`src/hw/pcc_consts.vh`:
```
// Operation
// Power field 01b holds loop powered down
// Power field 00b runs loop normally
// Source bit0 set bypasses VCO divider
// Source bit1 clear selects external clock input
// Polarity bit: 0 positive, 1 negative
// Polarity matters only with external VCO
// Values apply only after update write 0x01
// Detector compares reference and feedback dividers
// Two-bit field selects antibacklash width
// Pump mode: tristate, normal, up, down
// Pump current selectable in eight steps
// Software calibrates at setup and retune
// Reference present, divider not static, during calibration
// Bit0 clear uses divider; bit1 set VCO
// VCO divider field selects 2 to 6
// Calibration starts on bit set plus update
// Update transfers all pending values together
`ifndef PCC_CONSTS_VH
`define PCC_CONSTS_VH
// Register indices, byte address is four times these
`define PCC_IDX_LOOP 12'h010
`define PCC_IDX_CP_CURRENT 12'h011
`define PCC_IDX_ABL 12'h017
`define PCC_IDX_CAL 12'h018
`define PCC_IDX_VCODIV 12'h1E0
`define PCC_IDX_SRC 12'h1E1
`define PCC_IDX_UPDATE 12'h232
`define PCC_IDX_STATUS 12'h233
// Update trigger value
`define PCC_UPDATE_CODE 8'h01
// Reset values
`define PCC_RST_LOOP 8'h01
`define PCC_RST_CP_CURRENT 8'h07
`define PCC_RST_ABL 8'h00
`define PCC_RST_CAL 8'h00
`define PCC_RST_VCODIV 8'h02
`define PCC_RST_SRC 8'h00
// Loop power codes
`define PCC_PWR_NORMAL 2'h0
`define PCC_PWR_DOWN 2'h1
// Pump modes
`define PCC_CP_TRISTATE 3'h0
`define PCC_CP_UP 3'h1
`define PCC_CP_DOWN 3'h2
`define PCC_CP_NORMAL 3'h3
// Calibration length in cycles
`define PCC_CAL_CYCLES 16'h0400
`endif

```
`src/hw/pcc_pfd.v`:
```
`include "pcc_consts.vh"
// Phase frequency detector with antibacklash stretch
module pcc_pfd (
	// Clock and reset
	input wire pclk,
	input wire presetn,
	// Divider edges, same domain
	input wire ref_edge,
	input wire fb_edge,
	input wire [1:0] abl_sel,
	// Detector outputs
	output reg det_up,
	output reg det_down
);
	reg up_lat; // Reference arrived first
	reg dn_lat; // Feedback arrived first
	reg [2:0] abl_cnt; // Overlap stretch counter
	// Three-state detector; both latched clears after the delay
	always @(posedge pclk or negedge presetn) begin
		if (!presetn) begin
			up_lat <= 1'b0;
			dn_lat <= 1'b0;
			abl_cnt <= 3'h0;
			det_up <= 1'b0;
			det_down <= 1'b0;
		end else begin
			if (up_lat && dn_lat) begin
				// Short overlap avoids a dead zone
				if (abl_cnt == {1'b0, abl_sel}) begin
					up_lat <= 1'b0;
					dn_lat <= 1'b0;
					abl_cnt <= 3'h0;
				end else begin
					abl_cnt <= abl_cnt + 3'h1;
				end
			end else begin
				if (ref_edge)
					up_lat <= 1'b1;
				if (fb_edge)
					dn_lat <= 1'b1;
			end
			det_up <= up_lat;
			det_down <= dn_lat;
		end
	end
endmodule

```
`src/hw/pcc_shadow.v`:
```
`include "pcc_consts.vh"
// Pending and active copy of one configuration byte
module pcc_shadow #(
	parameter [7:0] RESET_VALUE = 8'h00
) (
	// Clock and reset
	input wire pclk,
	input wire presetn,
	// Software side
	input wire wr_en,
	input wire [7:0] wr_data,
	input wire apply,
	// Values
	output reg [7:0] pending,
	output reg [7:0] active
);
	// Pending takes writes, active copies only on update
	always @(posedge pclk or negedge presetn) begin
		if (!presetn) begin
			pending <= RESET_VALUE;
			active <= RESET_VALUE;
		end else begin
			if (wr_en)
				pending <= wr_data;
			if (apply)
				active <= pending;
		end
	end
endmodule

```
`src/hw/pcc_top.v`:
```
`include "pcc_consts.vh"
// Clock path configuration with APB register access
module pcc_top #(
	parameter CAL_CYCLES = `PCC_CAL_CYCLES
) (
	// APB slave
	input wire pclk,
	input wire presetn,
	input wire psel,
	input wire penable,
	input wire pwrite,
	input wire [11:0] paddr,
	input wire [31:0] pwdata,
	output reg [31:0] prdata,
	output reg pready,
	output reg pslverr,
	// Divider edges from the loop, asynchronous
	input wire ref_div_in,
	input wire fb_div_in,
	// Loop controls
	output reg loop_off,
	output reg dist_use_vco,
	output reg dist_bypass_div,
	output reg [2:0] vco_div_ratio,
	output reg pump_up,
	output reg pump_down,
	output reg pump_tristate,
	output reg [2:0] pump_current,
	output reg [1:0] abl_width,
	output reg cal_busy
);
	////////////////////////////////////////////////////////////////
	// Bus decode
	wire [9:0] idx = paddr[11:2]; // Word index
	wire acc = psel && penable; // Access phase
	wire wr = acc && pwrite;
	// Index match for an address
	function hit;
		input [9:0] a;
		input [11:0] r;
		begin
			hit = (a == r[9:0]);
		end
	endfunction
	wire known = hit(idx, `PCC_IDX_LOOP) || hit(idx, `PCC_IDX_CP_CURRENT) ||
		hit(idx, `PCC_IDX_ABL) || hit(idx, `PCC_IDX_CAL) || hit(idx, `PCC_IDX_VCODIV) ||
		hit(idx, `PCC_IDX_SRC) || hit(idx, `PCC_IDX_UPDATE) || hit(idx, `PCC_IDX_STATUS);
	// Address width limits the map; index 0x233 needs ten bits
	wire apply = wr && hit(idx, `PCC_IDX_UPDATE) && (pwdata[7:0] == `PCC_UPDATE_CODE);
	////////////////////////////////////////////////////////////////
	// Shadowed configuration
	wire [7:0] p_loop, a_loop, p_cur, a_cur, p_abl, a_abl, p_cal, a_cal;
	wire [7:0] p_div, a_div, p_src, a_src;
	pcc_shadow #(.RESET_VALUE(`PCC_RST_LOOP)) u_loop (.pclk(pclk), .presetn(presetn),
		.wr_en(wr && hit(idx, `PCC_IDX_LOOP)), .wr_data(pwdata[7:0]), .apply(apply),
		.pending(p_loop), .active(a_loop));
	pcc_shadow #(.RESET_VALUE(`PCC_RST_CP_CURRENT)) u_cur (.pclk(pclk), .presetn(presetn),
		.wr_en(wr && hit(idx, `PCC_IDX_CP_CURRENT)), .wr_data(pwdata[7:0]), .apply(apply),
		.pending(p_cur), .active(a_cur));
	pcc_shadow #(.RESET_VALUE(`PCC_RST_ABL)) u_abl (.pclk(pclk), .presetn(presetn),
		.wr_en(wr && hit(idx, `PCC_IDX_ABL)), .wr_data(pwdata[7:0]), .apply(apply),
		.pending(p_abl), .active(a_abl));
	pcc_shadow #(.RESET_VALUE(`PCC_RST_CAL)) u_cal (.pclk(pclk), .presetn(presetn),
		.wr_en(wr && hit(idx, `PCC_IDX_CAL)), .wr_data(pwdata[7:0]), .apply(apply),
		.pending(p_cal), .active(a_cal));
	pcc_shadow #(.RESET_VALUE(`PCC_RST_VCODIV)) u_div (.pclk(pclk), .presetn(presetn),
		.wr_en(wr && hit(idx, `PCC_IDX_VCODIV)), .wr_data(pwdata[7:0]), .apply(apply),
		.pending(p_div), .active(a_div));
	pcc_shadow #(.RESET_VALUE(`PCC_RST_SRC)) u_src (.pclk(pclk), .presetn(presetn),
		.wr_en(wr && hit(idx, `PCC_IDX_SRC)), .wr_data(pwdata[7:0]), .apply(apply),
		.pending(p_src), .active(a_src));
	////////////////////////////////////////////////////////////////
	// Divider edge synchronisers and edge detect
	reg [2:0] ref_sync; // Bit0 first stage, read only by bit1
	reg [2:0] fb_sync;
	always @(posedge pclk or negedge presetn) begin
		if (!presetn) begin
			ref_sync <= 3'h0;
			fb_sync <= 3'h0;
		end else begin
			ref_sync <= {ref_sync[1:0], ref_div_in};
			fb_sync <= {fb_sync[1:0], fb_div_in};
		end
	end
	wire ref_edge = ref_sync[1] && !ref_sync[2];
	wire fb_edge = fb_sync[1] && !fb_sync[2];
	wire det_up, det_down;
	pcc_pfd u_pfd (.pclk(pclk), .presetn(presetn), .ref_edge(ref_edge), .fb_edge(fb_edge),
		.abl_sel(a_abl[1:0]), .det_up(det_up), .det_down(det_down));
	////////////////////////////////////////////////////////////////
	// Calibration sequencer
	localparam CAL_IDLE = 3'b001;
	localparam CAL_RUN = 3'b010;
	localparam CAL_DONE = 3'b100;
	reg [2:0] cal_state;
	reg [15:0] cal_cnt; // Remaining cycles
	reg cal_done_flag; // Completed since last arm
	// Run once per rising edge of the active bit; re-arm needs a clear first
	always @(posedge pclk or negedge presetn) begin
		if (!presetn) begin
			cal_state <= CAL_IDLE;
			cal_cnt <= 16'h0000;
			cal_done_flag <= 1'b0;
		end else begin
			case (cal_state)
				CAL_IDLE: begin
					if (a_cal[0] && a_loop[1:0] == `PCC_PWR_NORMAL) begin
						cal_state <= CAL_RUN;
						cal_cnt <= CAL_CYCLES[15:0];
						cal_done_flag <= 1'b0;
					end
				end
				CAL_RUN: begin
					if (cal_cnt <= 16'h0001) begin
						cal_state <= CAL_DONE;
						cal_done_flag <= 1'b1;
					end else begin
						cal_cnt <= cal_cnt - 16'h0001;
					end
				end
				CAL_DONE: begin
					// Wait for software to clear the bit and update
					if (!a_cal[0])
						cal_state <= CAL_IDLE;
				end
				default: begin
					cal_state <= CAL_IDLE;
				end
			endcase
		end
	end
	////////////////////////////////////////////////////////////////
	// Loop outputs from active settings only
	reg next_up, next_down;
	// Pump mode and polarity decode
	always @* begin
		next_up = 1'b0;
		next_down = 1'b0;
		case (a_loop[6:4])
			`PCC_CP_UP: next_up = 1'b1;
			`PCC_CP_DOWN: next_down = 1'b1;
			`PCC_CP_NORMAL: begin
				// Polarity swaps pump sense for external VCO only
				if (a_loop[7] && !a_src[1]) begin
					next_up = det_down;
					next_down = det_up;
				end else begin
					next_up = det_up;
					next_down = det_down;
				end
			end
			default: begin
				next_up = 1'b0;
				next_down = 1'b0;
			end
		endcase
		// Powered-down loop never pumps
		if (a_loop[1:0] != `PCC_PWR_NORMAL) begin
			next_up = 1'b0;
			next_down = 1'b0;
		end
	end
	// Registered outputs
	always @(posedge pclk or negedge presetn) begin
		if (!presetn) begin
			loop_off <= 1'b1;
			dist_use_vco <= 1'b0;
			dist_bypass_div <= 1'b0;
			vco_div_ratio <= 3'h2;
			pump_up <= 1'b0;
			pump_down <= 1'b0;
			pump_tristate <= 1'b1;
			pump_current <= 3'h7;
			abl_width <= 2'h0;
			cal_busy <= 1'b0;
		end else begin
			loop_off <= (a_loop[1:0] != `PCC_PWR_NORMAL);
			dist_use_vco <= a_src[1];
			dist_bypass_div <= a_src[0];
			// Ratio field holds 2 to 6; codes above 4 clamp to code 4
			vco_div_ratio <= (a_div[2:0] > 3'h4) ? 3'h4 : a_div[2:0];
			pump_up <= next_up;
			pump_down <= next_down;
			pump_tristate <= !(next_up || next_down);
			pump_current <= a_cur[2:0];
			abl_width <= a_abl[1:0];
			cal_busy <= (cal_state == CAL_RUN);
		end
	end
	////////////////////////////////////////////////////////////////
	// APB read and response, zero wait states
	reg [7:0] rd_byte;
	always @* begin
		rd_byte = 8'h00;
		if (hit(idx, `PCC_IDX_LOOP)) rd_byte = p_loop;
		else if (hit(idx, `PCC_IDX_CP_CURRENT)) rd_byte = p_cur;
		else if (hit(idx, `PCC_IDX_ABL)) rd_byte = p_abl;
		else if (hit(idx, `PCC_IDX_CAL)) rd_byte = p_cal;
		else if (hit(idx, `PCC_IDX_VCODIV)) rd_byte = p_div;
		else if (hit(idx, `PCC_IDX_SRC)) rd_byte = p_src;
		else if (hit(idx, `PCC_IDX_STATUS))
			rd_byte = {5'h00, cal_done_flag, cal_state == CAL_RUN, a_loop[1:0] == `PCC_PWR_NORMAL};
	end
	// Response registers; update register reads as zero
	always @(posedge pclk or negedge presetn) begin
		if (!presetn) begin
			prdata <= 32'h00000000;
			pready <= 1'b0;
			pslverr <= 1'b0;
		end else begin
			pready <= psel && !penable;
			pslverr <= psel && !penable && !known;
			prdata <= {24'h000000, rd_byte};
		end
	end
endmodule

```
`config.mk`:
```
export PLATFORM = sky130hd
export DESIGN_NAME = pcc_top
export DESIGN_NICKNAME = d
export VERILOG_FILES = /design/src/hw/pcc_pfd.v /design/src/hw/pcc_shadow.v /design/src/hw/pcc_top.v
export VERILOG_INCLUDE_DIRS = /design/src /design/src/hw
export SDC_FILE = /design/constraint.sdc
export NUM_CORES = 1
export LEC_CHECK = 0
export BUFFER_PORTS_ARGS = -buffer_cell sky130_fd_sc_hd__buf_2
export CAP_MARGIN = 5
export CORE_UTILIZATION = 30
export CTS_BUF_LIST = sky130_fd_sc_hd__clkbuf_8
export DETAILED_ROUTE_END_ITERATION = 8
export PLACE_DENSITY = 0.49
export SKIP_CTS_REPAIR_TIMING = 1
export SLEW_MARGIN = 25
export SYNTH_ARGS = -nofsm -noshare
export SYNTH_HDL_FRONTEND = slang
export SYNTH_SLANG_ARGS = --single-unit
export TNS_END_PERCENT = 5
```
`constraint.sdc`:
```
create_clock -name pclk -period 3.4 [get_ports pclk]
set_clock_uncertainty 0.05 [all_clocks]
set_input_delay 0.17 -clock pclk [delete_from_list [all_inputs] [get_ports pclk]]
set_output_delay 0.17 -clock pclk [all_outputs]
set_load 0.05 [all_outputs]
```
# After elaboration in Yosys (flattened, before gate mapping)

Cells that the tools add are included.

Flip-flop bits (word level): 125
Input bits: 51
Output and inout bits: 49
Logic and storage cells: 131

Add/subtract/negate cells: 2
$lt $le $gt $ge: 2
Eq/ne operators: 21
Muxes and demuxes: 30
Reduce and logical (&&, ||, !) cells: 41

Operators by type and width:

| operator                | number |
|---|---|
| $mux W8                 | 6 |
| $eq A10 B5 Y1 const B   | 4 |
| $mux W16                | 2 |
| $pmux W16 S2            | 1 |
| $eq A10 B10 Y1 const B  | 2 |
| $eq A10 B9 Y1 const B   | 2 |
| $mux W3                 | 6 |
| $logic_and A1 B1 Y1     | 17 |
| $le A16 B1 Y1 const B   | 1 |
| $sub A16 B1 Y16 const B | 1 |
| $mux W1                 | 11 |
| $ne A2 B2 Y1 const B    | 5 |
| $eq A3 B2 Y1 const B    | 3 |
| $pmux W3 S3             | 1 |
| $reduce_and A3 Y1       | 3 |
| $eq A8 B1 Y1 const B    | 1 |
| $logic_or A1 B1 Y1      | 8 |
| $reduce_bool A2 Y1      | 4 |
| $eq A3 B1 Y1 const B    | 2 |
| $logic_not A1 Y1        | 6 |
| $pmux W1 S2             | 3 |
| $reduce_and A2 Y1       | 2 |
| $add A3 B1 Y3 const B   | 1 |
| $eq A3 B2 Y1            | 1 |
| other kinds (3)         | 3 |

# Longest topological paths before layout

Depth in word-level cells: 10
Mapped depth: 8
Gate-level depth less buffers: 7

# Modules after synthesis

A second synthesis with hierarchy kept.

Cell total of the unflattened synthesis: 522
Area total of the unflattened synthesis: 7139.3 µm²

By module, submodules not included:

| module                  | instances | cells each | area each (µm²) | seq. area each (µm²) |
|---|---|---|---|---|
| pcc_top                 | 1         | 293        | 2856.5          | 1285.0 |
| pcc_shadow at u_abl ... | 3         | 34         | 663.1           | 400.4 |
| pcc_shadow at u_div ... | 2         | 34         | 665.6           | 402.9 |
| pcc_shadow at u_cur     | 1         | 34         | 670.6           | 407.9 |
| pcc_pfd                 | 1         | 25         | 291.5           | 175.2 |

# Worst setup path before layout

OpenSTA, ideal clock, no wires.

Path type: reg-to-reg
From: reg cal_cnt[7]
To: reg cal_cnt[0]
Library setup time: 0.073 ns
Arrival time: 2.013 ns
Data required time: 3.277 ns
Path slack: 1.264 ns
Cell stages (with the launch flop): 7
Buffers on the path: 1
Clock period less this slack: 2.136 ns
Cell sequence: dfrtp_1 > or4_4 > buf_6 > nor4_4 > a21boi_2 > or2_4 > a21oi_2

Longest elaborated chain between the ends: 3

RTL lines:

| what                        | RTL line      | source |
|---|---|---|
| start: declaration          | pcc_top.v:96  | `reg [15:0] cal_cnt;` |
| start signal: assignment    | pcc_top.v:109 | `cal_cnt <= CAL_CYCLES[15:0];` |
| start signal: assignment    | pcc_top.v:118 | `cal_cnt <= cal_cnt - 16'h0001;` |
| $le A16 B1 Y1               | pcc_top.v:114 | `if (cal_cnt <= 16'h0001) begin` |
| $ne A2 B2 Y1 (no line)      | --            |  |
| $reduce_and A3 Y1 (no line) | --            |  |

Every way passes these cells.
A chain may end at the register's enable or synchronous reset.

# Final worst setup path

From: reg cal_cnt[9]
To: reg cal_cnt[0]

The elaborated chain is that of the path after synthesis.

==> impl_metrics.tcl <==
set metrics [dict create \
    drt_wl_total_mm 12.7 \
    drive_gt1_frac 0.332 \
    numCtsBuffers 17 \
    tightest_slew_ps 788 \
    dp_hpwl_mm 8.59 \
    power_density_nw_per_um2 473 \
    num-fill-cells 1805 \
    final.min_clock_period_ps 2330 \
    fmax_mhz 430 \
    pin_count 100 \
    initial_core_util 0.308 \
    ys_types 65 \
    hold_viol 0 \
    startpoint_type "flip-flop" \
    report.final.slew_viol_count 0 \
    synth_cells 461 \
    rsz0062_at_grt "false" \
    grt.overflow.total 0 \
    synthArstFlopShare 1.00 \
    ant_nets 0 \
    gp_congestion 0.781 \
    grt_pass1_wl_mm 20.9 \
    rows 49 \
    fin_crit_sh 0.684 \
    ys_seq_area_frac 0.557 \
    ys_warn_count 0 \
    cp_max_fo 10 \
    final_core_util 0.356 \
    p_total_w 0.00305 \
    vias 3715 \
    cp_cell_sequence "or4_4 -> nor4_4 -> a21boi_2 -> or2_4 -> a21oi_2" \
    die-area_um2 19100 \
    max_slew_margin 0.470 \
    dr.pass1.iters 6 \
    ys.flop_type "dfrtp_1" \
    die_w_um 138 \
    ir_drop_mv 0.324 \
    clk_pin_slew_worst_paths_ps 80 \
    violations "design-rule violations" \
    wl_per_cell_um 16.7 \
    status "complete, but fails checks" \
    crit_arrival_ps 2650 \
    track_usage 0.142 \
    port_buffers 49 \
    post-route-drc-count 12 \
    clk_path_buf_depth 2 \
    syn_area_um2 5570 \
    hold_class "input pin to flip-flop" \
    regArea_um2 3100 \
    reg2reg_depth 5 \
    critPathMaxStageDelay_ps 610 \
    cap_violations 0 \
    ys_seq_elements 123 \
    root_buffer "clkbuf_8" \
    design.core.area_um2 18100 \
    antennaDiodeCount 0 \
    grt_max_degree 79 \
    setup.worst_path.class "flip-flop to flip-flop" \
    whs_path_depth 2 \
    vias_per_cell 4.88 \
    multi_input_comb_area_um2 2260 \
    cts.sinks 123 \
    p_leak_nw 3.12 \
    end_kind "flip-flop" \
    setup_viol 0 \
    cp_slowest_cell "nor4_4" \
    drtIter0Drc 225 \
    die_h_um 138 \
    fin_tns_setup_ps 0 \
    grt_pass1_vias 3863 \
    antenna_found_initial 0 \
    cts_tree "built" \
    synth_enable_flop_cells 0 \
    syn_area_per_cell_um2 12.1 \
    areaGrowthSynthToFinish_pct 15.6 \
    crit_required_ps 3730 \
    insertion_delay_ps 440 \
    htree_levels 4 \
    fin_nets 574 \
]
==> power by group <==
part	switching (W)	leakage (nW)	internal, W
Combinational	0.000154	1.29	0.0000477
Clock	0.000649	0.198	0.000663
Sequential	0.0000366	1.63	0.00150
==> cells in the mapped netlist, types with 5 or more instances <==
cell type    n  area share
buf_4       24       0.032
nand2_1     21       0.014
nand4_1     10       0.011
dfstp_2     17       0.080
a31oi_1      6      0.0067
xor2_1       8       0.013
nand2b_1     9       0.010
a211oi_1     6      0.0081
mux2i_1      9       0.016
mux2_2      62        0.13
nand3_1     15       0.013
nor2_1      32       0.022
nor3_1      13       0.012
nor2b_1      5      0.0056
and3_1       5      0.0056
mux2_1       5       0.010
clkbuf_1    15       0.010
a21oi_1     10      0.0090
dfrtp_1    106        0.48
inv_1        8      0.0054
==> area by class of cell <==
class / instances / area share
well taps: 229 / 0.0445
inverters: 8 / 0.00466
repair buffers: 61 / 0.0575
clock inverters: 15 / 0.0249
flip-flops and latches: 123 / 0.481
multi-input cells: 309 / 0.351
clock buffers: 17 / 0.0363
==> metal layers <==
layer	GRT usage	part of all wire	vias to the layer above
met1	0.183	0.47	1887
met4	0.0621	0.020	0
li1	-	-	1735
met3	0.0357	0.027	18
met2	0.228	0.48	75
met5	0	0	-
==> state kept, by name, summed over array words and instances, names as in the netlist, 6 cells and up <==
signal          count
cal_cnt            16
prdata              8
u_abl.pending       8
u_cal.pending       8
u_cur.pending       8
u_div.pending       8
u_loop.active       6
u_loop.pending      8
u_src.pending       8
==> cell usage in the layout, fill, tap and decap left out, types with 3 or more instances in the layout <==
cell type / instances
and3_1: 5
buf_2: 48
nand2b_1: 9
nor2_1: 32
a31oi_1: 6
conb_1: 24
nor4_1: 4
dfstp_2: 17
o211ai_1: 3
mux2i_1: 9
a21oi_1: 10
ha_1: 3
o22a_1: 4
nand4_1: 10
nand3_1: 15
o41ai_1: 4
nand2_1: 21
a221oi_1: 4
clkbuf_8: 17
dlygate4sd3_1: 8
inv_6: 7
nor3_1: 13
buf_4: 4
xor2_1: 8
nor2b_1: 5
clkinv_2: 3
a211oi_1: 6
mux2_1: 5
a22oi_1: 4
dfrtp_1: 106
mux2_2: 62
inv_1: 8
==> worst max-delay path: cells and delay by family, from the launching register on <==
kind               cells  cell delay, ps
and+or+nand+nor        3            1480
DFF                    1             410
AOI/OAI and AO/OA      2             310
==> cell families after synthesis <==
family | share of synthesized area
and+or+nand+nor | 0.138
muxes | 0.152
AOI/OAI and AO/OA | 0.0773
adders and majority gates | 0.00674
DFF | 0.557
buffers and inverters | 0.0532
xor gates and xnor gates | 0.0157
other | 0.000673
==> worst paths after layout <==
path | startpoint | to | slack (ps)
worst max-delay path | cal_cnt[9] | cal_cnt[0] | 1070
worst min-delay path | pwdata[7] | u_div.pending[7] | 20
worst max register to register | cal_cnt[9] | cal_cnt[0] | 1070
worst min register to register | fb_sync[0] | fb_sync[1] | 310
max in group asynchronous | presetn | u_cur.pending[1] | 2210
min in group asynchronous | presetn | cal_cnt[13] | 230
==> stage by stage <==
| stage | instances | hold slack, ps | cell area, µm² | setup WS, ps |
|---|---|---|---|---|
| 2_1_floorplan | 484 | -176 | 5660 | 1260 |
| 3_3_place_gp | 722 | 170 | 5970 | 1090 |
| 3_5_place_dp | 722 | 186 | 5970 | 1090 |
| 4_1_cts | 754 | -311 | 6360 | 1080 |
| 5_1_grt | 762 | 9.24 | 6440 | 973 |
| 6_report | 762 | 19.3 | 6440 | 1070 |
No activity file was read; power rests on OpenSTA's default activity.
